## src/isrc_defs.svh

```systemverilog
// Purpose: Source numbering and flag indices of the interrupt source mapping.
// Assumes: Flags 0..39 map one to one onto controller inputs; 40..42 are extra shared flags.
// Notes:   Definitions only.
`ifndef ISRC_DEFS_SVH
`define ISRC_DEFS_SVH

`define ISRC_NUM_INPUTS    40
`define ISRC_NUM_FLAGS     43
`define ISRC_ADC_BASE      0
`define ISRC_ADC_SRCS      4
`define ISRC_SPI_FAULT_IDX 4
`define ISRC_SPI_DONE_IDX  5
`define ISRC_SER1_BASE     6
`define ISRC_SER2_BASE     11
`define ISRC_SER_SRCS      5
`define ISRC_SER_TX_SRCS   2
`define ISRC_TMR1_BASE     16
`define ISRC_TMR2_BASE     23
`define ISRC_TMR_SRCS      7
`define ISRC_TMR_CHANNELS  4
`define ISRC_TMR_OVF_OFS   4
`define ISRC_INTERVAL_TIMER_ONE_IDX      30
`define ISRC_EDGE0_IDX     32
`define ISRC_EDGE1_IDX     33
`define ISRC_EDGE2_IDX     34
`define ISRC_EDGE_LINES    8
`define ISRC_LVD_IDX       40
`define ISRC_FLASH_BUF_IDX 41
`define ISRC_FLASH_DONE_IDX 42

`endif

```

## src/isrc_pkg.sv

```systemverilog
// Purpose: Types shared by the interrupt source mapping modules.
// Assumes: Nothing beyond the index header.
// Notes:   Clear strobes travel together as one struct.
package isrc_pkg;

    typedef struct packed {
        logic flag;
        logic armed;
    } isrc_cell_s;

    typedef struct packed {
        logic [39:0] req;
    } isrc_state_s;

    typedef struct packed {
        logic [3:0]  adc_flag_wr_zero;
        logic        spi_control_reg_one_wr;
        logic        spi_data_reg_acc;
        logic [1:0]  serial_data_low_wr;
        logic [1:0]  serial_data_low_rd;
        logic [13:0] timer_flag_w1c;
        logic [1:0]  fast_flag_clear_enable;
        logic [7:0]  capture_compare_acc;
        logic [1:0]  timer_counter_acc;
        logic [1:0]  pulse_accum_acc;
        logic [1:0]  interval_timer_flag_w1c;
        logic [1:0]  interval_modulus_wr;
        logic [7:0]  edge_flag_w1c;
        logic        low_voltage_flag_w1c;
        logic        flash_buffer_empty_w1c;
        logic        flash_command_done_clr;
    } isrc_clear_s;

endpackage : isrc_pkg

```

## src/isrc_map.sv

```systemverilog
// Purpose: Collects the peripheral interrupt flags onto the 40 controller inputs.
// Assumes: Peripherals report flag events and software accesses as one-cycle strobes.
// Notes:   Requests are registered levels; there is no edge detection anywhere.
// Function
// - A source requests only while its local enable bit is set.
// - A request stays asserted until its flag is cleared, by software or, for command done, by the flash module.
// - Inputs 0-3 are converter queue flags, cleared by writing zero after reading one.
// - Input 4 is the SPI mode fault, cleared by control write after read.
// - Input 5 is SPI transfer done, cleared by data access after read.
// - Inputs 6-10 are serial port one; transmit clears on write, receive on read.
// - Inputs 16-22 are timer one: channels 0-3, overflow, accumulator input, overflow.
// - Timer flags clear on write one, or register access under fast clear.
// - Inputs 23-29 are timer two, ordered and cleared like timer one.
// - Inputs 30-31 are interval timer flags, cleared by write one or modulus write.
// - Input 32 joins edge line 0 and the low voltage flag, both write-one-clear.
// - Input 33 joins edge line 1, flash buffer empty and self-clearing command done.
// - No edge detection; every input is a level request.
`timescale 1ns/1ps
`include "isrc_defs.svh"
module isrc_map
    import isrc_pkg::*;
(
    input  wire logic        clk,
    input  wire logic        rst,
    input  wire logic        ce,
    input  wire logic [42:0] flag_set,
    input  wire logic [42:0] local_en,
    input  wire logic [42:0] status_read,
    input  wire isrc_clear_s clr,
    output logic      [42:0] flag_status,
    output logic      [39:0] irq_req
);
    isrc_state_s s_reg;
    isrc_state_s s_next;
    logic [42:0] clr_seq;
    logic [42:0] clr_now;
    logic [42:0] flag_req;

    // Map every peripheral clearing action onto the flag it acts on.
    always_comb begin
        clr_seq = '0;
        clr_now = '0;
        for (int i = 0; i < `ISRC_ADC_SRCS; i++) begin
            clr_seq[`ISRC_ADC_BASE + i] = clr.adc_flag_wr_zero[i];
        end
        clr_seq[`ISRC_SPI_FAULT_IDX] = clr.spi_control_reg_one_wr;
        clr_seq[`ISRC_SPI_DONE_IDX]  = clr.spi_data_reg_acc;
        for (int p = 0; p < 2; p++) begin
            for (int k = 0; k < `ISRC_SER_SRCS; k++) begin
                // Port two sits right after port one with the same layout.
                clr_seq[`ISRC_SER1_BASE + p * `ISRC_SER_SRCS + k] = (k < `ISRC_SER_TX_SRCS) ?
                    clr.serial_data_low_wr[p] : clr.serial_data_low_rd[p];
            end
        end
        for (int t = 0; t < 2; t++) begin
            for (int k = 0; k < `ISRC_TMR_SRCS; k++) begin
                if (k < `ISRC_TMR_CHANNELS) begin
                    clr_now[`ISRC_TMR1_BASE + t * `ISRC_TMR_SRCS + k] =
                        clr.timer_flag_w1c[t * `ISRC_TMR_SRCS + k] |
                        (clr.fast_flag_clear_enable[t] &
                         clr.capture_compare_acc[t * `ISRC_TMR_CHANNELS + k]);
                end else if (k == `ISRC_TMR_OVF_OFS) begin
                    clr_now[`ISRC_TMR1_BASE + t * `ISRC_TMR_SRCS + k] =
                        clr.timer_flag_w1c[t * `ISRC_TMR_SRCS + k] |
                        (clr.fast_flag_clear_enable[t] & clr.timer_counter_acc[t]);
                end else begin
                    clr_now[`ISRC_TMR1_BASE + t * `ISRC_TMR_SRCS + k] =
                        clr.timer_flag_w1c[t * `ISRC_TMR_SRCS + k] |
                        (clr.fast_flag_clear_enable[t] & clr.pulse_accum_acc[t]);
                end
            end
            clr_now[`ISRC_INTERVAL_TIMER_ONE_IDX + t] = clr.interval_timer_flag_w1c[t] |
                                          clr.interval_modulus_wr[t];
        end
        clr_now[`ISRC_EDGE0_IDX] = clr.edge_flag_w1c[0];
        clr_now[`ISRC_EDGE1_IDX] = clr.edge_flag_w1c[1];
        for (int e = 2; e < `ISRC_EDGE_LINES; e++) begin
            clr_now[`ISRC_EDGE2_IDX + e - 2] = clr.edge_flag_w1c[e];
        end
        clr_now[`ISRC_LVD_IDX]        = clr.low_voltage_flag_w1c;
        clr_now[`ISRC_FLASH_BUF_IDX]  = clr.flash_buffer_empty_w1c;
        // The flash module retires command done by itself.
        clr_now[`ISRC_FLASH_DONE_IDX] = clr.flash_command_done_clr;
    end

    genvar g;
    generate
        for (g = 0; g < `ISRC_NUM_FLAGS; g++) begin : g_flag
            isrc_flag u_flag (
                .clk     (clk),
                .rst     (rst),
                .ce      (ce),
                .set     (flag_set[g]),
                .en      (local_en[g]),
                .rd_seen (status_read[g]),
                .clr_seq (clr_seq[g]),
                .clr_now (clr_now[g]),
                .flag    (flag_status[g]),
                .req     (flag_req[g])
            );
        end
    endgenerate

    // Plain levels combined; a pulse from a source must be caught in its own flag.
    always_comb begin
        s_next = s_reg;
        s_next.req = flag_req[`ISRC_NUM_INPUTS-1:0];
        s_next.req[`ISRC_EDGE0_IDX] = flag_req[`ISRC_EDGE0_IDX] | flag_req[`ISRC_LVD_IDX];
        s_next.req[`ISRC_EDGE1_IDX] = flag_req[`ISRC_EDGE1_IDX] | flag_req[`ISRC_FLASH_BUF_IDX] |
                                      flag_req[`ISRC_FLASH_DONE_IDX];
    end

    // The output register costs one cycle but keeps the controller inputs glitch free.
    always_ff @(posedge clk) begin
        if (rst) begin
            s_reg <= '0;
        end else if (ce) begin
            s_reg <= s_next;
        end
    end

    assign irq_req = s_reg.req;
endmodule : isrc_map

```

## src/isrc_flag.sv

```systemverilog
// Purpose: One sticky interrupt flag with local enable and its clearing sequence.
// Assumes: All strobes are synchronous one-cycle pulses.
// Notes:   A sequenced clear only acts after the flag was read as set.
`timescale 1ns/1ps
module isrc_flag
    import isrc_pkg::*;
(
    input  wire logic clk,
    input  wire logic rst,
    input  wire logic ce,
    input  wire logic set,
    input  wire logic en,
    input  wire logic rd_seen,
    input  wire logic clr_seq,
    input  wire logic clr_now,
    output logic      flag,
    output logic      req
);
    isrc_cell_s s_reg;
    isrc_cell_s s_next;

    always_comb begin
        s_next = s_reg;
        if (rd_seen && s_reg.flag) begin
            s_next.armed = 1'b1;
        end
        if (clr_now || (clr_seq && s_reg.armed)) begin
            s_next.flag  = 1'b0;
            s_next.armed = 1'b0;
        end
        // An event in the clearing cycle is kept, so no request is lost.
        if (set) begin
            s_next.flag = 1'b1;
        end
    end

    always_ff @(posedge clk) begin
        if (rst) begin
            s_reg <= '0;
        end else if (ce) begin
            s_reg <= s_next;
        end
    end

    assign flag = s_reg.flag;
    assign req  = s_reg.flag & en;
endmodule : isrc_flag

```

## config.mk

```make
export PLATFORM = sky130hd
export DESIGN_NAME = isrc_map
export DESIGN_NICKNAME = d
export VERILOG_FILES = /design/src/isrc_pkg.sv /design/src/isrc_map.sv /design/src/isrc_flag.sv
export VERILOG_INCLUDE_DIRS = /design/src
export SDC_FILE = /design/constraint.sdc
export NUM_CORES = 1
export LEC_CHECK = 0
export ABC_AREA = 1
export BUFFER_PORTS_ARGS = -buffer_cell sky130_fd_sc_hd__buf_2
export CAP_MARGIN = 20
export CORE_ASPECT_RATIO = 0.9
export CORE_MARGIN = 2
export CORE_UTILIZATION = 53
export CTS_BUF_LIST = sky130_fd_sc_hd__clkbuf_2 sky130_fd_sc_hd__clkbuf_4 sky130_fd_sc_hd__clkbuf_8
export DETAILED_ROUTE_END_ITERATION = 12
export GPL_ROUTABILITY_DRIVEN = 0
export GPL_TIMING_DRIVEN = 1
export PLACE_DENSITY = 0.88
export SLEW_MARGIN = 40
export SYNTH_ARGS = -nofsm -noshare
export SYNTH_HDL_FRONTEND = slang
export SYNTH_HIERARCHICAL = 1
export SYNTH_SLANG_ARGS = --single-unit
```

## constraint.sdc

```tcl
create_clock -name clk -period 2.1 [get_ports clk]
set_input_delay 0.105 -clock clk [delete_from_list [all_inputs] [get_ports clk]]
set_output_delay 0.105 -clock clk [all_outputs]
set_load 0.01 [all_outputs]
```

# ---- Word-level counts from Yosys, hierarchy flattened
# Cells that the tools add are included.
# Widths: inputs -> output; s select.
dict set report word_totals {
  register_bits 99
  word_cells 440
  out_inout_bits 83
  inputBits 185
}
dict set report classes {
  n_bitwise 74
  muxes 129
  reduce_logical 177
}
# op n
set ops {}
lappend ops {{$reduce_and 2->1} 59}
lappend ops {{$reduce_bool 2->1} 59}
lappend ops {{$mux 1} 86}
lappend ops {{$mux 2} 43}
lappend ops {{$logic_and 1x1->1} 59}
lappend ops {{$and 1x1->1} 55}
lappend ops {{$or 1x1->1} 19}

# ---- Longest topological paths before layout
# Gate-level depths: netlist (run 1).
dict set report depth {
  word_depth 4
  depth_mapped 7
  depth_no_buf 7
}

# ---- Hierarchy
# Netlist (run 1), hierarchy kept.
# mod seq_area_each_um2 cells_per_inst area_per_inst_um2 instances
set modules_own_cells {}
lappend modules_own_cells {isrc_flag 40.0 18 103.8 43}
lappend modules_own_cells {isrc_map 800.8 202 1546.5 1}

# ---- Least setup slack after synthesis (run 1)
# OpenSTA, ideal clock, no wires.
dict set report synth_path {
  path_type {reg2reg}
  startpoint {register g_flag[42].u_flag.s_reg, in the netlist g_flag[42].u_flag/flag}
  endpoint {register s_reg, in the netlist irq_req[33]}
  n_path_buf 0
  setup_ps 115
  slack_ps 1364
  stages_incl_launch_ff 7
  arrival_ps 621
  period_less_slack_ps 736
  required_ps 1985
  cell_sequence {dfxtp_1 -> nand2_1 -> inv_1 -> inv_1 -> nand2_1 -> nor2_1 -> nor2_1}
}
dict set report synth_between {
  elab_chain_len 2
}
# item line_no
set synth_rtl {}
lappend synth_rtl {{from (decl)} isrc_flag.sv:19} ;# isrc_cell_s s_reg;
lappend synth_rtl {{from (signal assigned)} isrc_flag.sv:41} ;# s_reg <= s_next;
lappend synth_rtl {{$and 1x1->1} isrc_flag.sv:46} ;# assign req = s_reg.flag & en;
lappend synth_rtl {{net flag_req[42]} isrc_map.sv:37} ;# logic [42:0] flag_req;
lappend synth_rtl {{$or 1x1->1} isrc_map.sv:109} ;# s_next.req[`ISRC_EDGE1_IDX] = flag_req[`ISRC_EDGE1_IDX] | flag_req[`ISRC_FLASH_BUF_IDX] |
lappend synth_rtl {{to (signal assigned)} isrc_map.sv:118} ;# s_reg <= s_next;
lappend synth_rtl {{to (decl)} isrc_map.sv:33} ;# isrc_state_s s_reg;
# The timed path passes the listed nets, and every way through them passes these cells.
# A chain may end at the register's enable or synchronous reset.

==> results by group, run 1 <==
Synth
  – Main combinational cell family by area after synthesis: simple AND/OR/NAND/NOR gates
  – Adder-Cell Fraction of Synth Area: 0%
  – Fraction of synthesized cell area in xor and xnor cells: 0%
  – Fraction of the yosys area taken by sequential cells: a little over two fifths
  – Simple-Gate Fraction of Synth Area: 37.61%
  – Avg Synthesized Cell Area: roughly 6.2 um^2
  – Synth unique cells: 15
  – Syn Std Cell Area: around 6000 um^2
  – Fraction of the mapped netlist area in compound gates: approximately 5.1%
  – Multiplexer fraction of the synthesized cell area: 0%
  – Total number of yosys warnings: 6
  – Cell count after synthesis: approximately 1000
  – Post-synthesis register bit count: about 130

Global route
  – Grt ovf: 0
  – Antenna violations before repair: 4
  – Maximum number of pins on one net before global-route repair: approximately 110
  – Via count of the first global-routing pass: approximately 8300
  – Wire length of the first global-routing pass: 39.31 mm
  – GRT Total Usage: 41.67%

Clock tree
  – CTS tree: yes
  – Number of buffers created by CTS: 17
  – Maximum clock path buffer count: 2
  – Clk Latency, worst-skew pair: around 440 ps
  – Count of H-tree levels built during CTS: 4
  – Count of instances resized after the clock tree is built: 0
  – Root buffer cell: sky130_fd_sc_hd__clkbuf_8
  – Clock transition time at the flip-flop clock pins of the worst setup and hold paths: roughly 70 ps
  – Number of clock sinks seen by CTS: roughly 130

STA
  – Share of the clock period used by the worst path after layout: between 70 and 80%
  – Final Critical Period: between 1500 and 2000 ps
  – Setup clock skew after layout: about 8.4 ps
  – Finish-stage setup viols: 0
  – Total count of hold-check failures in the final report: 0
  – Total Neg Setup Slack: 0 ps
  – Worst slew margin: between 40% and 50%
  – Slew at the pin with the worst max-slew slack: approximately 750 ps
  – Slew Viols, Final: 0
  – Fmax achieved: around 650 MHz
  – Setup repair after global routing missed its margin: false

Final layout
  – Syn-to-layout area delta: 56.05%
  – Net count of the finished layout: 1610
  – Fin util: between 80% and 90%
  – Fraction of layout instances using a drive strength above 1: 21.28%
  – Leading cell type in the layout, fill and taps excluded: sky130_fd_sc_hd__nand2_1
  – Commonest cells after routing, fill and taps aside: sky130_fd_sc_hd__nand2_1, sky130_fd_sc_hd__buf_2, sky130_fd_sc_hd__inv_1
  – Count of fill cells added during filler insertion: 558
  – Non-filler instance count after layout: between 1500 and 2000

Route
  – Average detailed-routed wire length per instance: between 15 and 20 um
  – Detailed-route via count: 8329
  – Number of DRC violations after detailed-routing iteration 0: about 900
  – Vias per cell: around 5.2
  – Length of the first detailed-routing pass in iterations: 7
  – Post-DRT Antenna Nets: 0
  – Drt drc: 0
  – Detailed Route WL: 25.16 mm

Worst hold path
  – Class of the tightest hold or removal check: in2reg

Setup path
  – Standard cell with the maximum stage delay on the critical path: sky130_fd_sc_hd__dlygate4sd3_1
  – Highest fanout seen on the critical path: 4
  – Crit-path leading delay family: buffers and inverters
  – Sequence of cells on the critical path: nand3_1 > nand2_1 > inv_1 > nor2_1 > dlygate4sd3_1
  – Critical path launch point type: flop
  – Data arrival time of the critical path: ~1900 ps
  – Buf/Inv on CP: 2
  – CP Class: reg2reg
  – Delay contributed by the slowest stage of the critical path: 600 ps
  – Required time at the endpoint of the critical path: ~2500 ps
  – Type of element capturing the critical path: flop

Power and ir drop
  – Share of total power in sequential cells: 45.2%
  – Pwr dens: around 620 nW/um^2
  – Static power due to leakage: approximately 0.0055 uW
  – Clock network fraction of total power: 35.9%
  – Maximum vdd ir drop: approximately 440 uV
  – Combinational share of power: 18.9%
  – Switching Share: around 28%
  – P_sw: 1639 uW
  – Cell-internal power: 4172 uW

Floorplanning
  – Count of boundary I/O pins: 268
  – Width of the chip: between 100 and 150 um
  – Die Y: ~110 um
  – Site row count: 36
  – Core outline area: 10950 um^2
  – Initial Util: a little over half
  – DIE AREA: ~12000 um^2

Placement
  – Final HPWL from detailed placement: approximately 11 mm
  – Number of port buffers: roughly 270
  – Number of placed instances with taps included: approximately 1400

Outcome
  – Result of the run: completed

Run
  – Maxcap violations: 0
==> area by class of cell <==
| cell class | instances | area [um^2] | area share (%) |
|---|---|---|---|
| multi-input combinational | 655 | 2728 | 29.07 |
| tap | 152 | 190.2 | 2.027 |
| sequential | 126 | 2522 | 26.89 |
| clock inverter | 6 | 55.05 | 0.5868 |
| antenna | 2 | 5.005 | 0.05335 |
| inverter | 225 | 844.6 | 9.002 |
| timing repair buffer | 400 | 2698 | 28.75 |
| clock buffer | 26 | 339.1 | 3.614 |
==> path summary, 6_finish.rpt <==
check	from	depth (start not counted)	endpoint	slack, ps
worst max-delay path	g_flag[38].u_flag/flag	5	g_flag[38].u_flag/s_reg[0]	560
worst min-delay path	local_en[24]	5	irq_req[24]	20
worst max register to register	g_flag[38].u_flag/flag	5	g_flag[38].u_flag/s_reg[0]	560
worst min register to register	g_flag[21].u_flag/flag	2	g_flag[21].u_flag/flag	500
==> worst reg2reg max path: stages, from the launching register on <==
cell and delay, ps:
sky130_fd_sc_hd__dfxtp_1 440, sky130_fd_sc_hd__nand3_1 130, sky130_fd_sc_hd__nand2_1 130, sky130_fd_sc_hd__inv_1 60, sky130_fd_sc_hd__nor2_1 100, sky130_fd_sc_hd__dlygate4sd3_1 600
==> stage by stage <==
stage	total power [uW]	hold slack [ps]	area [um^2]	setup WS, ps
2_1_floorplan	3049	243.3	6170	1364
3_3_place_gp	3440	327.1	7691	999.5
3_5_place_dp	3459	331.1	7691	953.1
4_1_cts	5684	0.5488	9376	817.7
5_1_grt	6028	34.71	9382	540.1
6_report	5811	18.38	9382	562.3
==> logic make-up after synthesis <==
family / after synthesis
buf+inv: 237
flops: 126
compound gates: 54
other cells: 1
simple gates: 558
==> power by group through the flow <==
stage / clock network [uW] / registers [uW] / logic [uW]
6_report: 2090 / 2630 / 1100
5_1_grt: 2200 / 2630 / 1190
4_1_cts: 2090 / 2600 / 989
3_5_place_dp: 0 / 2660 / 804
3_3_place_gp: 0 / 2650 / 787
2_1_floorplan: 0 / 2690 / 361
==> layer usage <==
| metal | track usage (%) | routed length (um) | vias to the layer above | share of wire (%) |
|---|---|---|---|---|
| li1 | - | - | 3763 | - |
| met1 | 41.78 | 8243 | 3594 | 33 |
| met2 | 68.44 | 11630 | 722 | 46 |
| met3 | 17.46 | 3172 | 246 | 13 |
| met4 | 30.10 | 2084 | 4 | 8.3 |
| met5 | 0 | 27 | - | 0.11 |
==> cells in the mapped netlist <==
| cell type | number | share of area [%] |
|---|---|---|
| sky130_fd_sc_hd__a21o_1 | 10 | 1.2 |
| sky130_fd_sc_hd__buf_2 | 6 | 0.50 |
| sky130_fd_sc_hd__buf_6 | 3 | 0.56 |
| sky130_fd_sc_hd__clkbuf_1 | 3 | 0.19 |
| sky130_fd_sc_hd__conb_1 | 1 | 0.062 |
| sky130_fd_sc_hd__dfxtp_1 | 126 | 42 |
| sky130_fd_sc_hd__inv_1 | 224 | 14 |
| sky130_fd_sc_hd__inv_2 | 1 | 0.062 |
| sky130_fd_sc_hd__nand2_1 | 304 | 19 |
| sky130_fd_sc_hd__nand3_1 | 129 | 11 |
| sky130_fd_sc_hd__nor2_1 | 123 | 7.7 |
| sky130_fd_sc_hd__o21ai_0 | 37 | 3.1 |
| sky130_fd_sc_hd__o21ai_1 | 3 | 0.25 |
| sky130_fd_sc_hd__o21bai_1 | 4 | 0.50 |
| sky130_fd_sc_hd__or2_2 | 2 | 0.21 |
==> repair_timing <==
item	CTS	global route
endpoints found under the hold margin	119	0
buffers inserted	0	0
endpoints found under the setup margin	0	0
hold buffers	129	0
Note: power is estimated with default switching activity, not from simulation.
==> inputs of run 2 (changes only) <==
--- a/config.mk
+++ b/config.mk
@@ -11,12 +11,12 @@
 export CAP_MARGIN = 20
 export CORE_ASPECT_RATIO = 0.9
 export CORE_MARGIN = 2
-export CORE_UTILIZATION = 53
+export CORE_UTILIZATION = 45
 export CTS_BUF_LIST = sky130_fd_sc_hd__clkbuf_2 sky130_fd_sc_hd__clkbuf_4 sky130_fd_sc_hd__clkbuf_8
 export DETAILED_ROUTE_END_ITERATION = 12
 export GPL_ROUTABILITY_DRIVEN = 0
 export GPL_TIMING_DRIVEN = 1
-export PLACE_DENSITY = 0.88
+export PLACE_DENSITY = 0.8
 export SLEW_MARGIN = 40
 export SYNTH_ARGS = -nofsm -noshare
 export SYNTH_HDL_FRONTEND = slang
==> constraint.sdc (replaced) <==
create_clock -name clk -period 1.2 [get_ports clk]
set_input_delay 0.06 -clock clk [delete_from_list [all_inputs] [get_ports clk]]
set_output_delay 0.06 -clock clk [all_outputs]
set_load 0.01 [all_outputs]
==> run 2 against run 1 <==
  * Final area is 5.1% higher
  * Global-route usage is 11 points lower
  * Via count fell by 6.4%
  * Combinational power up 80%
  * Critical path depth grew 3
  * Worst setup slack worse by 550 ps
  * Flip-flop and latch count stayed put
  * Final cell count is 3.4% higher
  * First-iteration DRC count is 42% lower
  * Critical endpoint is now g_flag[36].u_flag/flag
  * Largest cell class is now buffers
  * Hold slack improved by 14 ps
==> results by group, run 2 (same netlist as run 1, synthesis figures left out) <==
Power and ir drop
  – Pwr dens: approximately 1100 nW/um^2
  – Maximum vdd ir drop: roughly 900 uV
  – Static power due to leakage: 0.005709 uW

Worst hold path
  – Hold path cells: 4
  – Class of the tightest hold or removal check: in2reg
  – Worst-case hold path end point: g_flag[40].u_flag/flag
  – Hold Crit Start: ce

Floorplanning
  – Die Y: 113.7 um
  – Core outline area: around 13000 um^2
  – Width of the chip: around 130 um
  – Count of boundary I/O pins: ~270
  – Initial Util: between 40 and 50%
  – DIE AREA: between 10000 and 15000 um^2
  – Site row count: 40

Clock tree
  – Count of H-tree levels built during CTS: 4
  – CTS tree: yes
  – Root buffer cell: sky130_fd_sc_hd__clkbuf_8
  – Maximum clock path buffer count: 2
  – Clock transition time at the flip-flop clock pins of the worst setup and hold paths: roughly 80 ps
  – Clk Latency, worst-skew pair: roughly 440 ps
  – Number of clock sinks seen by CTS: ~130
  – Number of buffers created by CTS: 17

Setup path
  – Delay contributed by the slowest stage of the critical path: between 500 and 600 ps
  – Worst reg2reg startpoint: g_flag[36].u_flag/flag
  – Required time at the endpoint of the critical path: 1530 ps
  – Dominant cell type by count on the critical path: sky130_fd_sc_hd__nand2_1
  – Standard cell with the maximum stage delay on the critical path: sky130_fd_sc_hd__dlygate4sd3_1
  – Buf/Inv on CP: 4
  – Highest fanout seen on the critical path: 2
  – Destination of the worst register-to-register timing path: g_flag[36].u_flag/flag
  – Worst-case register-to-register setup slack: 60 ps
  – Type of element capturing the critical path: flop
  – Number of cell instances on the worst register-to-register path: 3
  – Data arrival time of the critical path: between 1500 and 2000 ps
  – Sequence of cells on the critical path: dlygate4sd3_1 > buf_2 > inv_1 > nand2_1 > nand2_1 > nand3_1 > nand2_1 > dlygate4sd3_1
  – CP Class: in2reg
  – Crit-path leading delay family: buffers and inverters
  – Critical path launch point type: input pin

Global route
  – Wire length of the first global-routing pass: 35.31 mm
  – Grt ovf: 0
  – Antenna violations before repair: 2
  – Via count of the first global-routing pass: just under 8000
  – GRT Total Usage: between 30 and 40%
  – Maximum number of pins on one net before global-route repair: 76

STA
  – Share of the clock period used by the worst path after layout: between 90% and 100%
  – Hold_ws: 32.23 ps
  – Final Critical Period: about 1200 ps
  – Fmax achieved: approximately 840 MHz
  – Slew Viols, Final: 0
  – Setup repair after global routing missed its margin: false
  – Final critical-path setup slack: around 10 ps
  – Finish-stage setup viols: 0
  – Setup clock skew after layout: 12.33 ps
  – Total count of hold-check failures in the final report: 0
  – Total Neg Setup Slack: 0 ps

Final layout
  – Net count of the finished layout: approximately 1600
  – Fraction of layout instances using a drive strength above 1: between 20 and 25%
  – Fin util: between 70% and 80%
  – Syn-to-layout area delta: 64.04%
  – Count of fill cells added during filler insertion: about 890
  – Leading cell type in the layout, fill and taps excluded: sky130_fd_sc_hd__nand2_1
  – Non-filler instance count after layout: 1646
  – Commonest cells after routing, fill and taps aside: sky130_fd_sc_hd__nand2_1, sky130_fd_sc_hd__buf_2, sky130_fd_sc_hd__inv_1

Placement
  – Final HPWL from detailed placement: about 12 mm
  – Number of port buffers: 267
  – Placement-stage worst setup slack: roughly 220 ps
  – Number of placed instances with taps included: around 1500

Route
  – Average detailed-routed wire length per instance: about 14 um
  – Post-DRT Antenna Nets: 0
  – Detailed Route WL: approximately 22 mm
  – Drt drc: 0
  – Vias per cell: roughly 4.7
  – Detailed-route via count: around 7800
  – Length of the first detailed-routing pass in iterations: 8
  – Number of DRC violations after detailed-routing iteration 0: between 500 and 600

Run
  – Maxcap violations: 0

Outcome
  – Result of the run: completed
-- run 2: cell count changes in the layout (fill, tap and decap cells not counted), sizes merged --
| cell | previous run | this run |
|---|---|---|
| bufinv | 1 | 5 |
| clkinvlp | 0 | 3 |
| buf | 271 | 280 |
| clkbuf | 26 | 18 |
| dlymetal6s4s | 0 | 3 |
| dlygate4sd3 | 129 | 155 |
| clkinv | 5 | 6 |
-- run 2: worst max-delay path by stage --
stage                      startpoint                    endpoint  slack [ps]  cells past startpoint
5_1_grt                       clr[10]      g_flag[39].u_flag/flag           3                      8
6_report                       clr[7]      g_flag[36].u_flag/flag          10                      8
3_5_place_dp                       ce   g_flag[6].u_flag/s_reg[0]         220                      6
2_1_floorplan  g_flag[42].u_flag/flag                 irq_req[33]         460                      6
4_1_cts        g_flag[34].u_flag/flag      g_flag[34].u_flag/flag          30                      3
3_3_place_gp                       ce  g_flag[34].u_flag/s_reg[0]         270                      6
-- run 2: layer usage --
metal	track usage (%)	part of all wire, %	vias up
met4	17.29	4.6	0
met5	0	0	-
met3	9.522	8.3	96
met1	30.38	37	3458
li1	-	-	3837
met2	56.83	51	401
-- run 2: power breakdown --
group | internal, uW | leakage, uW | total, uW | switching, uW
logic | 983 | 0.00445 | 1980 | 996
registers | 4390 | 0.00103 | 4570 | 175
clock network | 2500 | 0.000222 | 4280 | 1790
-- run 2: cell type report --
type / instances / area [um^2] / area share [%]
Antenna cell: 2 / 5.005 / 0.05075
Clock buffer: 18 / 241.5 / 2.449
Clock inverter: 14 / 217.7 / 2.208
Inverter: 225 / 844.6 / 8.564
Multi-Input combinational cell: 655 / 2755 / 27.94
Sequential cell: 126 / 2525 / 25.60
Tap cell: 168 / 210.2 / 2.131
Timing Repair Buffer: 438 / 3063 / 31.06
-- run 2: stage by stage --
stage	area (um^2)	total power [uW]
after floorplan	6170	5335
after global placement	7771	6056
after detailed placement	7771	6086
after CTS	9862	10740
after global routing	9859	11310
final	9862	10830
-- run 2: worst register-to-register path: cells and delay by family (launching register included) --
| family | cells | cell delay (ps) |
|---|---|---|
| buf+inv | 1 | 560 |
| simple gates | 2 | 140 |
| flops | 1 | 340 |
-- run 2: what timing repair did --
action	4_1_cts	5_1_grt
hold buffers	163	0
buffers inserted	0	1
setup endpoints to repair	0	10
gates resized for setup	0	13
hold endpoints to repair	126	0
==> inputs of run 3 (changes only) <==
--- a/config.mk
+++ b/config.mk
@@ -16,7 +16,7 @@
 export DETAILED_ROUTE_END_ITERATION = 12
 export GPL_ROUTABILITY_DRIVEN = 0
 export GPL_TIMING_DRIVEN = 1
-export PLACE_DENSITY = 0.8
+export PLACE_DENSITY = 0.83
 export SLEW_MARGIN = 40
 export SYNTH_ARGS = -nofsm -noshare
 export SYNTH_HDL_FRONTEND = slang
==> run 3 against run 2 <==
  * Sequential power hardly changed
  * Combinational power about the same
  * Fmax about the same
  * Global-route usage shrank 0.23 points
  * Core utilization down 0.66 points
  * Critical path type unchanged
==> results by group, run 3 (same netlist as run 1, synthesis figures left out) <==
Setup path
  – Data arrival time of the critical path: 1530 ps
  – Delay contributed by the slowest stage of the critical path: roughly 540 ps
  – Worst-case register-to-register setup slack: ~40 ps
  – Dominant cell type by count on the critical path: sky130_fd_sc_hd__nand2_1
  – Standard cell with the maximum stage delay on the critical path: sky130_fd_sc_hd__dlygate4sd3_1
  – Required time at the endpoint of the critical path: around 1500 ps
  – Highest fanout seen on the critical path: 2
  – Type of element capturing the critical path: flop
  – CP Class: in2reg
  – Critical path launch point type: input pin
  – Sequence of cells on the critical path: dlygate4sd3_1 > buf_2 > inv_1 > nand2_1 > nand2_1 > nand3_1 > nand2_1 > dlygate4sd3_1

Clock tree
  – Count of H-tree levels built during CTS: 4
  – Clk Latency, worst-skew pair: around 440 ps
  – Root buffer cell: sky130_fd_sc_hd__clkbuf_8
  – Number of clock sinks seen by CTS: roughly 130
  – Maximum clock path buffer count: 2
  – Clock transition time at the flip-flop clock pins of the worst setup and hold paths: 70 ps
  – Post CTS Setup Buffer Count: 0
  – Number of buffers created by CTS: 17
  – CTS tree: yes

STA
  – Share of the clock period used by the worst path after layout: just under 100%
  – Slew Viols, Final: 0
  – Hold_ws: between 15 and 20 ps
  – Worst slew margin: 44.44%
  – Slew at the pin with the worst max-slew slack: around 830 ps
  – Total count of hold-check failures in the final report: 0
  – Finish-stage setup viols: 0
  – Final Critical Period: between 1000 and 1500 ps
  – Setup clock skew after layout: between 9 and 10 ps
  – Total Neg Setup Slack: 0 ps
  – Fmax achieved: roughly 840 MHz

Floorplanning
  – Site row count: 40
  – Count of boundary I/O pins: approximately 270
  – Width of the chip: 125.8 um
  – Core outline area: 13210 um^2
  – Initial Util: a little under half
  – DIE AREA: between 10000 and 15000 um^2
  – Die Y: roughly 110 um

Power and ir drop
  – P_sw: about 2800 uW
  – Maximum vdd ir drop: roughly 760 uV
  – Static power due to leakage: roughly 0.0057 uW
  – Combinational share of power: 19.0%
  – Pwr dens: 1051 nW/um^2
  – Share of total power in sequential cells: between 40% and 50%
  – Clock network fraction of total power: a little over a third
  – Cell-internal power: 7483 uW
  – Switching Share: between 20 and 30%

Global route
  – Antenna violations before repair: 2
  – Grt ovf: 0
  – Via count of the first global-routing pass: between 7000 and 8000
  – Wire length of the first global-routing pass: between 30 and 40 mm
  – GRT Total Usage: 30.38%
  – Maximum number of pins on one net before global-route repair: between 80 and 90

Route
  – Detailed-route via count: about 7700
  – Post-DRT Antenna Nets: 0
  – Detailed Route WL: between 20 and 25 mm
  – Drt drc: 0
  – Number of DRC violations after detailed-routing iteration 0: 555
  – Vias per cell: 4.693
  – Length of the first detailed-routing pass in iterations: 5
  – Average detailed-routed wire length per instance: between 10 and 15 um

Final layout
  – Net count of the finished layout: 1643
  – Syn-to-layout area delta: 62.58%
  – Commonest cells after routing, fill and taps aside: sky130_fd_sc_hd__nand2_1, sky130_fd_sc_hd__buf_2, sky130_fd_sc_hd__inv_1
  – Leading cell type in the layout, fill and taps excluded: sky130_fd_sc_hd__nand2_1
  – Fraction of layout instances using a drive strength above 1: roughly 22%

Placement
  – Number of port buffers: 267
  – Final HPWL from detailed placement: about 11 mm

Run
  – Maxcap violations: 0

Outcome
  – Result of the run: completed

Worst hold path
  – Class of the tightest hold or removal check: in2reg
[run 3: changes by cell type in the layout (fill, tap and decap cells not counted), moves of 3 or more]
cell                         previous run  this run
sky130_fd_sc_hd__buf_4                 11         5
sky130_fd_sc_hd__clkbuf_4               1         5
sky130_fd_sc_hd__clkinv_4               4         0
sky130_fd_sc_hd__bufinv_16              5         2
sky130_fd_sc_hd__clkbuf_8              17        20
sky130_fd_sc_hd__clkinv_2               2         5
sky130_fd_sc_hd__clkinvlp_4             3         0
[run 3: layout make-up]
class,count,area [um^2]
inverter,225,844.6
antenna,2,5.005
clock buffer,25,312.8
sequential,126,2524
fill,875,3438
clock inverter,7,85.08
multi-input combinational,655,2760
tap,168,210.2
timing repair buffer,433,3033
[run 3: critical path, delay by kind of cell]
kind	cells	cell delay [ps]
and+or+nand+nor	4	250
buffers and inverters	4	1220
[run 3: per-layer routing]
layer,global-route usage (%),share of wire (%),vias to the layer above
met1,30.20,36,3369
met2,54.81,50,398
li1,-,-,3827
met3,8.161,7.6,107
met4,22.27,5.7,0
met5,0,0,-
[run 3: timing repair]
| action | 4_1_cts | 5_1_grt |
|---|---|---|
| endpoints found under the hold margin | 126 | 0 |
| resized for setup | 0 | 14 |
| setup endpoints to repair | 0 | 8 |
| hold buffers | 163 | 0 |
[run 3: final timing paths]
kind / from / to / cells after the start
worst min register to register: irq_req[14] / irq_req[14] / 2
worst min-delay path: clr[43] / g_flag[10].u_flag/s_reg[0] / 6
worst max register to register: g_flag[36].u_flag/flag / g_flag[36].u_flag/flag / 3
worst max-delay path: clr[8] / g_flag[37].u_flag/flag / 8
[run 3: power groups by stage]
stage,combinational (uW),clock [uW],sequential (uW)
after floorplan,632,0,4700
after global placement,1390,0,4640
after detailed placement,1420,0,4640
after CTS,1850,3810,4550
after global routing,2150,4010,4590
final,1950,3750,4570
[run 3: per-stage QoR]
| stage | utilization (%) | cell area (um^2) | total power, uW | worst slack, ps | cells |
|---|---|---|---|---|---|
| 3_3_place_gp | 58.53 | 7734 | 6033 | 148.7 | 1448 |
| 2_1_floorplan | - | 6170 | 5335 | 464.4 | 1018 |
| 6_report | 73.98 | 9774 | 10270 | 9.340 | 1641 |
| 5_1_grt | 73.98 | 9774 | 10750 | -0.1500 | 1641 |
| 4_1_cts | 73.89 | 9763 | 10210 | 47.54 | 1643 |
| 3_5_place_dp | 58.53 | 7734 | 6063 | 77.35 | 1448 |
